==> src/hw/spi_ctrl_pkg.sv <==
package spi_ctrl_pkg;

  // ****************************************************
  // register byte addresses
  // ****************************************************
  localparam logic [4:0] ADDR_CTRL    = 5'h00;
  localparam logic [4:0] ADDR_SELECT  = 5'h04;
  localparam logic [4:0] ADDR_DIVIDER = 5'h08;
  localparam logic [4:0] ADDR_TX0     = 5'h0C;
  localparam logic [4:0] ADDR_TX1     = 5'h10;
  localparam logic [4:0] ADDR_RX0     = 5'h14;
  localparam logic [4:0] ADDR_RX1     = 5'h18;

  // ****************************************************
  // serial_control_reg fields
  // ****************************************************
  localparam int CTRL_GO_BIT        = 0;
  localparam int CTRL_LAUNCH_BIT    = 1;
  localparam int CTRL_CAPTURE_BIT   = 2;
  localparam int CTRL_WIDTH_LSB     = 3;
  localparam int CTRL_COUNT_LSB     = 8;
  localparam int CTRL_LSB_FIRST_BIT = 10;
  localparam int CTRL_IDLE_POL_BIT  = 11;
  localparam int CTRL_GAP_LSB       = 12;
  localparam int CTRL_DONE_BIT      = 16;
  localparam int CTRL_DONE_IEN_BIT  = 17;
  localparam int CTRL_SLAVE_BIT     = 18;
  localparam int CTRL_BYTE_REVERSE_ENABLE_BIT   = 19;
  localparam int CTRL_BYTE_GAP_BIT  = 20;
  localparam logic [31:0] CTRL_CFG_MASK = 32'h001E_FFFE;
  localparam logic [31:0] CTRL_RESET    = 32'h0000_0000;

  // ****************************************************
  // select_control_reg fields
  // ****************************************************
  localparam int SEL_LINES_LSB = 0;
  localparam int SEL_POL_BIT   = 2;
  localparam int SEL_AUTO_BIT  = 3;
  localparam int SEL_LEVEL_BIT = 4;
  localparam logic [31:0] SEL_MASK  = 32'h0000_001F;
  localparam logic [31:0] SEL_RESET = 32'h0000_0000;

  // ****************************************************
  // clock_divider_reg and timing
  // ****************************************************
  localparam logic [31:0] DIV_MASK  = 32'h0000_FFFF;
  localparam logic [31:0] DIV_RESET = 32'h0000_0000;
  localparam logic [5:0]  WORD_FULL      = 6'h20;
  localparam logic [5:0]  GAP_BASE       = 6'h02;
  localparam logic [1:0]  COUNT_TWO_WORD = 2'h1;

  typedef enum logic [1:0] {ST_IDLE, ST_SHIFT, ST_GAP} engine_state_e;

endpackage

==> src/hw/spi_master_slave_controller.sv <==
`timescale 1ns/1ps
`default_nettype none

// Function
// - software role bit picks master or slave operation
// - master drives clock and selects; slave watches clock and first select, drives second select inactive
// - never more than one master select output active
// - polarity bit sets active level of select outputs and input
// - trigger bit picks level or edge handling of select
// - auto select asserts enabled lines during transfer, drops at end
// - manual select lines follow their software bits directly, the second only while the first bit is clear
// - divisor register sets master serial clock rate
// - master clock idles high when polarity bit one, else low
// - width field sets bits per word, zero means 32
// - count one sends two words, first then second
// - bit order zero sends msb first, one sends lsb first
// - launch bit zero changes data on rising edge, one falling
// - capture bit one samples on falling edge, zero rising
// - master gap between burst words is gap field plus two periods
// - gap runs between last edge and first edge of next word
// - gap resets zero; word gap in bursts, byte gap single 32-bit word
// - msb first with byte_reverse_enable sends least significant byte first
// - data reached only through 32-bit transmit and receive registers
// - finished transfer sets done flag, may interrupt, write one clears
module spi_master_slave_controller
  import spi_ctrl_pkg::*;
(
  input  wire logic        sys_clk_i,
  input  wire logic        rst_n_i,
  input  wire logic [4:0]  address_i,
  input  wire logic        read_i,
  input  wire logic        write_i,
  input  wire logic [31:0] writedata_i,
  input  wire logic [3:0]  byteenable_i,
  output logic      [31:0] readdata_o,
  output logic             waitrequest_o,
  output logic             done_irq_o,
  output logic             sclk_o,
  output logic             sclk_oe_n_o,
  input  wire logic        sclk_i,
  output logic             select_out_first_o,
  output logic             select_first_oe_n_o,
  input  wire logic        select_first_i,
  output logic             select_out_second_o,
  output logic             serial_out_o,
  output logic             serial_out_oe_n_o,
  input  wire logic        serial_in_i
);

  // ****************************************************
  // register storage and field decode
  // ****************************************************
  logic [31:0]   cfg_reg, sel_reg, div_reg, tx0_reg, tx1_reg;
  logic [31:0]   rx0_reg, rx1_reg, ctrl_view, ctrl_new;
  logic          busy_reg, done_flag_reg, ack_reg;
  logic          launch_neg, capture_neg, lsb_first, idle_pol;
  logic          slave_role, byte_reverse_enable, byte_gap_en, done_ien;
  logic          sel_pol, auto_sel, sel_level;
  logic [1:0]    sel_lines, count_f;
  logic [4:0]    width_f;
  logic [3:0]    gap_f;
  logic [5:0]    n_bits;
  logic          req, wr_en, wr_ctrl, go, done_pulse;
  engine_state_e state;

  assign launch_neg  = cfg_reg[CTRL_LAUNCH_BIT];
  assign capture_neg = cfg_reg[CTRL_CAPTURE_BIT];
  assign lsb_first   = cfg_reg[CTRL_LSB_FIRST_BIT];
  assign idle_pol    = cfg_reg[CTRL_IDLE_POL_BIT];
  assign slave_role  = cfg_reg[CTRL_SLAVE_BIT];
  assign byte_reverse_enable     = cfg_reg[CTRL_BYTE_REVERSE_ENABLE_BIT];
  assign byte_gap_en = cfg_reg[CTRL_BYTE_GAP_BIT];
  assign done_ien    = cfg_reg[CTRL_DONE_IEN_BIT];
  assign width_f     = cfg_reg[CTRL_WIDTH_LSB +: 5];
  assign count_f     = cfg_reg[CTRL_COUNT_LSB +: 2];
  assign gap_f       = cfg_reg[CTRL_GAP_LSB +: 4];
  assign sel_lines   = sel_reg[SEL_LINES_LSB +: 2];
  assign sel_pol     = sel_reg[SEL_POL_BIT];
  assign auto_sel    = sel_reg[SEL_AUTO_BIT];
  assign sel_level   = sel_reg[SEL_LEVEL_BIT];
  assign n_bits      = (width_f == 5'h00) ? WORD_FULL : {1'b0, width_f};

  function automatic logic [31:0] merge(input logic [31:0] old_v);
    merge = old_v;
    for (int b = 0; b < 4; b++) begin
      if (byteenable_i[b]) begin
        merge[b*8 +: 8] = writedata_i[b*8 +: 8];
      end
    end
  endfunction

  // bit position of the k-th serial bit inside a 32-bit word
  function automatic logic [4:0] bit_pos(input logic [5:0] k);
    logic [5:0] r;
    r = n_bits - 6'h01 - k;
    if (lsb_first) begin
      bit_pos = k[4:0];
    end else if (byte_reverse_enable) begin
      bit_pos = {k[4:3], ~k[2:0]};
    end else begin
      bit_pos = r[4:0];
    end
  endfunction

  // ****************************************************
  // avalon slave: one wait cycle per access
  // ****************************************************
  assign req           = read_i | write_i;
  assign waitrequest_o = req & ~ack_reg;
  assign wr_en         = write_i & ack_reg;
  assign wr_ctrl       = wr_en & (address_i[4:2] == ADDR_CTRL[4:2]);

  always_comb begin
    ctrl_view                = cfg_reg;
    ctrl_view[CTRL_GO_BIT]   = busy_reg;
    ctrl_view[CTRL_DONE_BIT] = done_flag_reg;
  end
  assign ctrl_new = merge(ctrl_view);
  assign go       = wr_ctrl & ~busy_reg & ctrl_new[CTRL_GO_BIT];

  always_ff @(posedge sys_clk_i) begin
    if (!rst_n_i) begin
      ack_reg <= 1'b0;
    end else begin
      ack_reg <= req & ~ack_reg;
    end
  end

  always_ff @(posedge sys_clk_i) begin
    if (!rst_n_i) begin
      readdata_o <= 32'h0000_0000;
    end else if (read_i & ~ack_reg) begin
      case (address_i[4:2])
        ADDR_CTRL[4:2]:    readdata_o <= ctrl_view;
        ADDR_SELECT[4:2]:  readdata_o <= sel_reg;
        ADDR_DIVIDER[4:2]: readdata_o <= div_reg;
        ADDR_TX0[4:2]:     readdata_o <= tx0_reg;
        ADDR_TX1[4:2]:     readdata_o <= tx1_reg;
        ADDR_RX0[4:2]:     readdata_o <= rx0_reg;
        ADDR_RX1[4:2]:     readdata_o <= rx1_reg;
        default:           readdata_o <= 32'h0000_0000;
      endcase
    end
  end

  // configuration is frozen while busy so a transfer never changes shape
  always_ff @(posedge sys_clk_i) begin
    if (!rst_n_i) begin
      cfg_reg <= CTRL_RESET;
      div_reg <= DIV_RESET;
      tx0_reg <= 32'h0000_0000;
      tx1_reg <= 32'h0000_0000;
    end else if (wr_en & ~busy_reg) begin
      case (address_i[4:2])
        ADDR_CTRL[4:2]:    cfg_reg <= ctrl_new & CTRL_CFG_MASK;
        ADDR_DIVIDER[4:2]: div_reg <= merge(div_reg) & DIV_MASK;
        ADDR_TX0[4:2]:     tx0_reg <= merge(tx0_reg);
        ADDR_TX1[4:2]:     tx1_reg <= merge(tx1_reg);
        default:           cfg_reg <= cfg_reg;
      endcase
    end
  end

  // select lines stay writable so manual select works around transfers
  always_ff @(posedge sys_clk_i) begin
    if (!rst_n_i) begin
      sel_reg <= SEL_RESET;
    end else if (wr_en & (address_i[4:2] == ADDR_SELECT[4:2])) begin
      sel_reg <= merge(sel_reg) & SEL_MASK;
    end
  end

  always_ff @(posedge sys_clk_i) begin
    if (!rst_n_i) begin
      busy_reg <= 1'b0;
    end else if (done_pulse) begin
      busy_reg <= 1'b0;
    end else if (go) begin
      busy_reg <= 1'b1;
    end
  end

  // completion beats a write-one clear in the same cycle
  always_ff @(posedge sys_clk_i) begin
    if (!rst_n_i) begin
      done_flag_reg <= 1'b0;
    end else if (done_pulse) begin
      done_flag_reg <= 1'b1;
    end else if (wr_ctrl & byteenable_i[2] & writedata_i[CTRL_DONE_BIT]) begin
      done_flag_reg <= 1'b0;
    end
  end
  assign done_irq_o = done_flag_reg & done_ien;

  // ****************************************************
  // pin synchronisers and slave select detection
  // ****************************************************
  logic [2:0] pin_s1, pin_s2;
  logic       sclk_s3, sel_lvl, sel_prev_lvl, sel_latch, sel_active;

  always_ff @(posedge sys_clk_i) begin
    if (!rst_n_i) begin
      pin_s1  <= 3'h0;
      pin_s2  <= 3'h0;
      sclk_s3 <= 1'b0;
    end else begin
      pin_s1  <= {sclk_i, select_first_i, serial_in_i};
      pin_s2  <= pin_s1;
      sclk_s3 <= pin_s2[2];
    end
  end

  assign sel_lvl = (pin_s2[1] == sel_pol);

  always_ff @(posedge sys_clk_i) begin
    if (!rst_n_i) begin
      sel_prev_lvl <= 1'b0;
      sel_latch    <= 1'b0;
    end else begin
      sel_prev_lvl <= sel_lvl;
      if (!sel_lvl) begin
        sel_latch <= 1'b0;
      end else if (!sel_prev_lvl) begin
        sel_latch <= 1'b1;
      end
    end
  end
  assign sel_active = sel_level ? sel_lvl : sel_latch;

  // ****************************************************
  // serial clock generation and edge events
  // ****************************************************
  logic [15:0] div_cnt;
  logic [5:0]  gap_cnt, gap_last;
  logic        sclk_level, tick, edge_ev, edge_rise, gap_done, in_gap;

  assign tick     = ~slave_role & (state != ST_IDLE)
                    & (div_cnt == div_reg[15:0]);
  assign edge_ev  = slave_role
                    ? ((state == ST_SHIFT) & sel_active
                       & (pin_s2[2] != sclk_s3))
                    : (tick & (state == ST_SHIFT));
  assign edge_rise = slave_role ? pin_s2[2] : ~sclk_level;
  // gap of (field + 2) periods counted in half periods, last edge to next
  assign gap_last = (({2'b00, gap_f} + GAP_BASE) << 1) - GAP_BASE;
  assign gap_done = (state == ST_GAP) & tick & (gap_cnt == gap_last);
  assign in_gap   = (state == ST_GAP);

  always_ff @(posedge sys_clk_i) begin
    if (!rst_n_i) begin
      div_cnt    <= 16'h0000;
      sclk_level <= 1'b0;
      gap_cnt    <= 6'h00;
    end else if (state == ST_IDLE) begin
      div_cnt    <= 16'h0000;
      sclk_level <= idle_pol;
      gap_cnt    <= 6'h00;
    end else begin
      div_cnt <= tick ? 16'h0000 : div_cnt + 16'h0001;
      if (edge_ev & ~slave_role) begin
        sclk_level <= ~sclk_level;
      end
      if (in_gap & tick) begin
        gap_cnt <= gap_cnt + 6'h01;
      end else if (!in_gap) begin
        gap_cnt <= 6'h00;
      end
    end
  end

  assign sclk_o      = sclk_level;
  assign sclk_oe_n_o = slave_role;

  // ****************************************************
  // shift engine
  // ****************************************************
  logic [6:0]  edge_cnt;
  logic [5:0]  bit_tx, bit_rx, bit_tx_inc;
  logic [31:0] tx_word, rx_shift, rx_shift_next;
  logic        word_idx, out_reg, is_launch, is_capture;
  logic        last_edge, word_next, byte_end;
  logic [4:0]  first_pos;

  assign is_launch  = edge_ev & (edge_rise != launch_neg);
  assign is_capture = edge_ev & (edge_rise != capture_neg);
  assign last_edge  = edge_ev & (edge_cnt == {n_bits, 1'b0} - 7'h01);
  assign word_next  = last_edge & ~word_idx
                      & (count_f == COUNT_TWO_WORD);
  assign done_pulse = last_edge & ~word_next;
  assign byte_end   = edge_ev & (edge_cnt[3:0] == 4'hF) & ~last_edge
                      & ~slave_role & (count_f == 2'h0) & byte_gap_en
                      & (n_bits == WORD_FULL);
  assign bit_tx_inc = bit_tx + 6'h01;
  // the go write may reshape the word, so bit 0 comes from the new fields
  assign first_pos  = ctrl_new[CTRL_LSB_FIRST_BIT] ? 5'h00
                      : ctrl_new[CTRL_BYTE_REVERSE_ENABLE_BIT] ? 5'h07
                      : ctrl_new[CTRL_WIDTH_LSB +: 5] - 5'h01;

  always_ff @(posedge sys_clk_i) begin
    if (!rst_n_i) begin
      state <= ST_IDLE;
    end else begin
      case (state)
        ST_IDLE: if (go) begin
          state <= ST_SHIFT;
        end
        ST_SHIFT: if (done_pulse) begin
          state <= ST_IDLE;
        end else if ((word_next | byte_end) & ~slave_role) begin
          state <= ST_GAP;
        end
        ST_GAP: if (gap_done) begin
          state <= ST_SHIFT;
        end
        default: state <= ST_IDLE;
      endcase
    end
  end

  // the first edge of a word never advances data: bit 0 is already out
  always_ff @(posedge sys_clk_i) begin
    if (!rst_n_i) begin
      edge_cnt <= 7'h00;
      bit_tx   <= 6'h00;
      bit_rx   <= 6'h00;
      word_idx <= 1'b0;
      tx_word  <= 32'h0000_0000;
      out_reg  <= 1'b0;
    end else if (go) begin
      edge_cnt <= 7'h00;
      bit_tx   <= 6'h00;
      bit_rx   <= 6'h00;
      word_idx <= 1'b0;
      tx_word  <= tx0_reg;
      out_reg  <= tx0_reg[first_pos];
    end else if (slave_role & (state == ST_SHIFT) & ~sel_active) begin
      edge_cnt <= 7'h00;
      bit_tx   <= 6'h00;
      bit_rx   <= 6'h00;
      out_reg  <= tx_word[bit_pos(6'h00)];
    end else if (word_next) begin
      edge_cnt <= 7'h00;
      bit_tx   <= 6'h00;
      bit_rx   <= 6'h00;
      word_idx <= 1'b1;
      tx_word  <= tx1_reg;
      out_reg  <= tx1_reg[bit_pos(6'h00)];
    end else if (edge_ev) begin
      edge_cnt <= edge_cnt + 7'h01;
      if (is_capture) begin
        bit_rx <= bit_rx + 6'h01;
      end
      if (is_launch && (edge_cnt != 7'h00) && (bit_tx_inc < n_bits)) begin
        bit_tx  <= bit_tx_inc;
        out_reg <= tx_word[bit_pos(bit_tx_inc)];
      end
    end
  end

  always_comb begin
    rx_shift_next = rx_shift;
    if (is_capture) begin
      rx_shift_next[bit_pos(bit_rx)] = pin_s2[0];
    end
  end

  always_ff @(posedge sys_clk_i) begin
    if (!rst_n_i) begin
      rx_shift <= 32'h0000_0000;
      rx0_reg  <= 32'h0000_0000;
      rx1_reg  <= 32'h0000_0000;
    end else begin
      rx_shift <= (go | word_next) ? 32'h0000_0000 : rx_shift_next;
      if (last_edge & ~word_idx) begin
        rx0_reg <= rx_shift_next;
      end
      if (last_edge & word_idx) begin
        rx1_reg <= rx_shift_next;
      end
    end
  end

  assign serial_out_o      = out_reg;
  assign serial_out_oe_n_o = slave_role & ~((state == ST_SHIFT) & sel_active);

  // ****************************************************
  // select outputs
  // ****************************************************
  logic first_act, second_act;

  // the second line yields to the first so only one is ever active
  assign first_act  = ~slave_role & sel_lines[0]
                      & (~auto_sel | (state != ST_IDLE));
  assign second_act = ~slave_role & sel_lines[1] & ~sel_lines[0]
                      & (~auto_sel | (state != ST_IDLE));

  always_ff @(posedge sys_clk_i) begin
    if (!rst_n_i) begin
      select_out_first_o  <= 1'b1;
      select_out_second_o <= 1'b1;
    end else begin
      select_out_first_o  <= first_act ? sel_pol : ~sel_pol;
      select_out_second_o <= second_act ? sel_pol : ~sel_pol;
    end
  end
  assign select_first_oe_n_o = slave_role;

  // ****************************************************
  // checks
  // ****************************************************
  AST_ONE_SELECT: assert property (
    @(posedge sys_clk_i) disable iff (!rst_n_i)
    !(select_out_first_o == sel_pol && select_out_second_o == sel_pol
      && $past(sel_pol) == sel_pol && !slave_role))
    else $error("both select outputs active");

  AST_DONE_CLEARS_BUSY: assert property (
    @(posedge sys_clk_i) disable iff (!rst_n_i)
    done_pulse |=> !busy_reg && done_flag_reg && state == ST_IDLE)
    else $error("busy or flag wrong after completion");

  AST_SET_WINS: assert property (
    @(posedge sys_clk_i) disable iff (!rst_n_i)
    done_pulse && wr_ctrl && byteenable_i[2] && writedata_i[CTRL_DONE_BIT]
    |=> done_flag_reg)
    else $error("done flag lost to a clear");

  AST_IDLE_CLOCK: assert property (
    @(posedge sys_clk_i) disable iff (!rst_n_i)
    !slave_role && state == ST_IDLE ##1 state == ST_IDLE && $stable(idle_pol)
    |-> sclk_o == idle_pol)
    else $error("serial clock not at idle level");

  AST_MANUAL_SELECT: assert property (
    @(posedge sys_clk_i) disable iff (!rst_n_i)
    !slave_role && !auto_sel && sel_lines == 2'h1
    |=> select_out_first_o == $past(sel_pol))
    else $error("manual select does not follow its bit");

  AST_AUTO_RELEASE: assert property (
    @(posedge sys_clk_i) disable iff (!rst_n_i)
    !slave_role && auto_sel && done_pulse
    |-> ##2 (!$past(auto_sel) || select_out_first_o == !$past(sel_pol)))
    else $error("auto select not released after transfer");

  AST_DIVIDER_RATE: assert property (
    @(posedge sys_clk_i) disable iff (!rst_n_i)
    edge_ev && !slave_role && div_reg == 32'h0000_0003 && !last_edge
    && !byte_end |=> !edge_ev [*3] ##1 edge_ev)
    else $error("serial clock half period differs from divisor");

  AST_GAP_LENGTH: assert property (
    @(posedge sys_clk_i) disable iff (!rst_n_i)
    $rose(in_gap) && div_reg == 32'h0000_0003 && gap_f == 4'h1
    |-> ##19 gap_done ##4 (state == ST_SHIFT && edge_ev))
    else $error("word gap length wrong");

  AST_LSB_FIRST: assert property (
    @(posedge sys_clk_i) disable iff (!rst_n_i)
    $rose(state == ST_SHIFT) && lsb_first && !slave_role && !word_idx
    && $past(state) == ST_IDLE |-> serial_out_o == tx_word[0])
    else $error("first bit is not the least significant");

endmodule

`default_nettype wire

==> config.mk <==
export PLATFORM = sky130hd
export DESIGN_NAME = spi_master_slave_controller
export DESIGN_NICKNAME = d
export VERILOG_FILES = /design/src/hw/spi_ctrl_pkg.sv /design/src/hw/spi_master_slave_controller.sv
export SDC_FILE = /design/constraint.sdc
export NUM_CORES = 1
export LEC_CHECK = 0
export ABC_AREA = 1
export BUFFER_PORTS_ARGS = -buffer_cell sky130_fd_sc_hd__buf_2
export CAP_MARGIN = 0
export CORE_ASPECT_RATIO = 1.5
export CORE_MARGIN = 2
export CORE_UTILIZATION = 65
export CTS_BUF_LIST = sky130_fd_sc_hd__clkbuf_8
export DETAILED_ROUTE_END_ITERATION = 8
export PLACE_DENSITY = 0.87
export SKIP_CTS_REPAIR_TIMING = 1
export SLEW_MARGIN = 20
export SYNTH_ARGS = -nofsm -noshare
export SYNTH_HDL_FRONTEND = slang
export SYNTH_SLANG_ARGS = --single-unit
export TNS_END_PERCENT = 1
==> constraint.sdc <==
create_clock -name sys_clk_i -period 5.3 [get_ports sys_clk_i]
set_clock_uncertainty 0.15 [all_clocks]
set_input_delay 0.53 -clock sys_clk_i [delete_from_list [all_inputs] [get_ports sys_clk_i]]
set_output_delay 0.53 -clock sys_clk_i [all_outputs]
set_load 0.1 [all_outputs]
==> summary.md <==
| Metric | Value |
|---|---|
| Htree depth | `2` |
| Slowest-stage cell, CP | `dfxtp_1` |
| Fin crit share | `76.0%` |
| Total Routing Usage GR | `38.0%` |
| Hold Crit Class | `in -> reg` |
| Clk_lat worst skew | `600 ps` |
| CP Launch Type | `register` |
| PortBufs | `86` |
| Slew at the pin closest to its max-slew limit | `962 ps` |
| Crit path DAT | `4380 ps` |
| HP Start | `select_first_i` |
| Critical path class | `reg -> reg` |
| Largest net degree at the start of global routing | `92` |
| TritonCTS clock tree | `yes` |
| Vias in the first global route | `16400` |
| Layout cells sized above 1 | `9.13%` |
| Syn avg cell area | `6.73 sq um` |
| Final setup viols | `0` |
| DRC | `0` |
| TNS Setup | `0 ps` |
| Num rows | `72` |
| Critical Path Max Stage Delay | `580 ps` |
| Root Buffer | `clkbuf_8` |
| Post-synthesis async set-or-reset flop share | `0%` |
| Die height | `202 microns` |
| Synth top area share | `37.9%` |
| Final WL | `53300 microns` |
| Initial antenna violation count | `0` |
| Post-Syn Area | `17100 sq um` |
| Cell Pwr Density | `266 nW/um^2` |
| Cells after synthesis | `2536` |
| Area grow syn2layout | `8.49%` |
| Crit end category | `register` |
| DP Wirelength | `37700 microns` |
| Flop-to-flop setup slack | `1270 ps` |
| Hold-critical path depth | `3` |
| Status | `finished, final reports clean` |
| Via density | `6.02` |
| Count leader, synth | `nand2_1` |
| Max-slew violations | `0` |
| Final Critical Period | `4030 ps` |
| Die Footprint | `27600 sq um` |
| Crit-path leading delay family | `simple AND/OR/NAND/NOR gates` |
| Fmax | `0.248 GHz` |
| GPL Wtd Cong | `1.01` |
| Clk buf depth | `3` |
| Vias | `17700` |
| Top Ports | `89` |
| DRT antenna net count | `0` |
| Fill count | `2203` |
| CTS Buf Count | `49` |
| Total Power | `4.93 mW` |
| Max IR drop VDD | `0.000240 V` |
| Sequential area share after synthesis | `37.9%` |
| CP Depth | `17` |
| R2R depth | `17` |
| Die W | `136 microns` |
| Core area | `25900 sq um` |
| Worst Hold End | `pin_s1[1]` |
| WP buf/inv | `3` |
| Top_reg_cell synth | `dfxtp_1` |
| RR Startpoint | `cfg_reg[3]` |
| Yosys warning count | `0` |
| Syn Nets | `2612` |
| RSZ-0062 raised after global routing | `no` |
| Synth area leader | `dfxtp_1` |
| Synth area leaders | `dfxtp_1 (38%), nand2_1 (11%), a21oi_1 (9.1%), inv_1 (7.9%), o21ai_0 (6.7%)` |
| Worst-path fanout max | `8` |
| Post-synth top cells | `nand2_1 (486), inv_1 (361), dfxtp_1 (323), a21oi_1 (312), o21ai_0 (227)` |
| Crit-path cells | `inv_2 -> ha_1 -> inv_1 -> ha_1 -> nand2_1 -> o21ai_0 -> xnor2_1 -> o21ai_1 -> nand2_1 -> nor2_1 -> nand2_1 -> nand2_1 -> o21ai_1 -> nand2_1 -> nand3_1 -> nand2_1 -> inv_1` |
| Post-synth EDFFs | `0` |
| Worst reg2reg endpoint | `rx1_reg[10]` |
| Slew headroom | `35.9%` |
| Grt ovf | `0` |
| First-pass GRT wire length | `83100 microns` |
| Post-synthesis register bit count | `323` |
| WL per Instance | `18.1 microns` |
| TritonRoute pass-1 iters | `8` |
| Initial core utilization | `66.0%` |
| Final Hold Vio Count | `0` |
| Lkg Pwr | `7.69 nW` |
| Iteration-0 DRC count of the detailed router | `1805` |
| Clk slew on worst S/H paths | `60 ps` |
| Num Clock Sinks | `323` |
| WP data required | `5650 ps` |
| Most frequent CP cell | `nand2_1` |
| Netlist cell types | `56` |
| Final #Nets | `2650` |
| Number of max-cap violations | `0` |
## layer usage
metal	part of all wire, %	vias to the layer above	global-route usage [%]
met4	6.4	0	22.6
met3	9.7	244	7.62
met1	37	8036	44.7
met2	47	952	63.3
met5	0	-	0
li1	-	8458	-
## placed cells by master (no fill, tap or decap), drive strengths merged, types with 3 or more instances in the layout
cell type / n
or2: 5
nand4: 34
o21bai: 3
nor3b: 9
o211ai: 24
o22ai: 62
o21ai: 286
o221ai: 11
and3: 5
xor2: 20
nand3: 178
nor4: 4
dfxtp: 323
nor2: 166
o31ai: 9
clkinv: 13
buf: 104
inv: 401
a221oi: 3
ha: 26
bufinv: 3
a21oi: 313
nand2: 495
xnor2: 10
nor3: 20
clkbuf: 56
## final cells by class
cell class              instances  area (sq um)  share of cell area [%]
diodes                          1          2.50                  0.0135
clock buffers                  56           771                    4.16
clock inverters                27           195                    1.05
inverters                     392          1470                    7.95
multi-input cells            1702          8610                    46.5
flip-flops and latches        323          6470                    34.9
well taps                     333           417                    2.25
repair buffers                106           588                    3.18
## metrics by stage
stage | cell area [sq um] | worst slack, ps | std cells | hold slack, ps | utilization, %
floorplan | 17100 | 2510 | 2536 | 240 | -
global placement | 17500 | 1420 | 2854 | 244 | 67.8
detailed placement | 17500 | 1430 | 2854 | 251 | 67.8
CTS | 18500 | 1410 | 2937 | -49.6 | 71.5
global route | 18500 | 890 | 2939 | 19.5 | 71.6
finish | 18500 | 1270 | 2940 | 1.05 | 71.6
## cell families (layout without fill, tap and decap cells)
kind of cell	count (synthesis)	count (layout)	share of synthesized area, %
other	0	1	0
flip-flops	323	323	37.9
adder cells (fa/ha/maj)	28	28	2.14
AND/OR/NAND/NOR	918	918	23.5
AO/OA/AOI/OAI	726	726	23.2
buffers and inverters	511	581	11.7
XOR/XNOR	30	30	1.54
## how the worst max path moves through the flow
stage / startpoint / to
floorplan: cfg_reg[18] / serial_out_o
global placement: cfg_reg[3] / rx1_reg[11]
detailed placement: cfg_reg[3] / rx1_reg[11]
CTS: cfg_reg[3] / rx0_reg[24]
global route: cfg_reg[3] / rx0_reg[28]
finish: cfg_reg[3] / rx1_reg[10]
## report_power, final
part           internal, mW  switching [mW]
registers              2.44          0.0113
logic                0.0988           0.292
clock network          1.10           0.987
total                  3.64            1.29
## tightest hold or removal path, cell delays in order
cell and delay [ps]:
buf_2 80, nand2_1 50, inv_1 50
No activity file was read; power rests on OpenSTA's default activity.
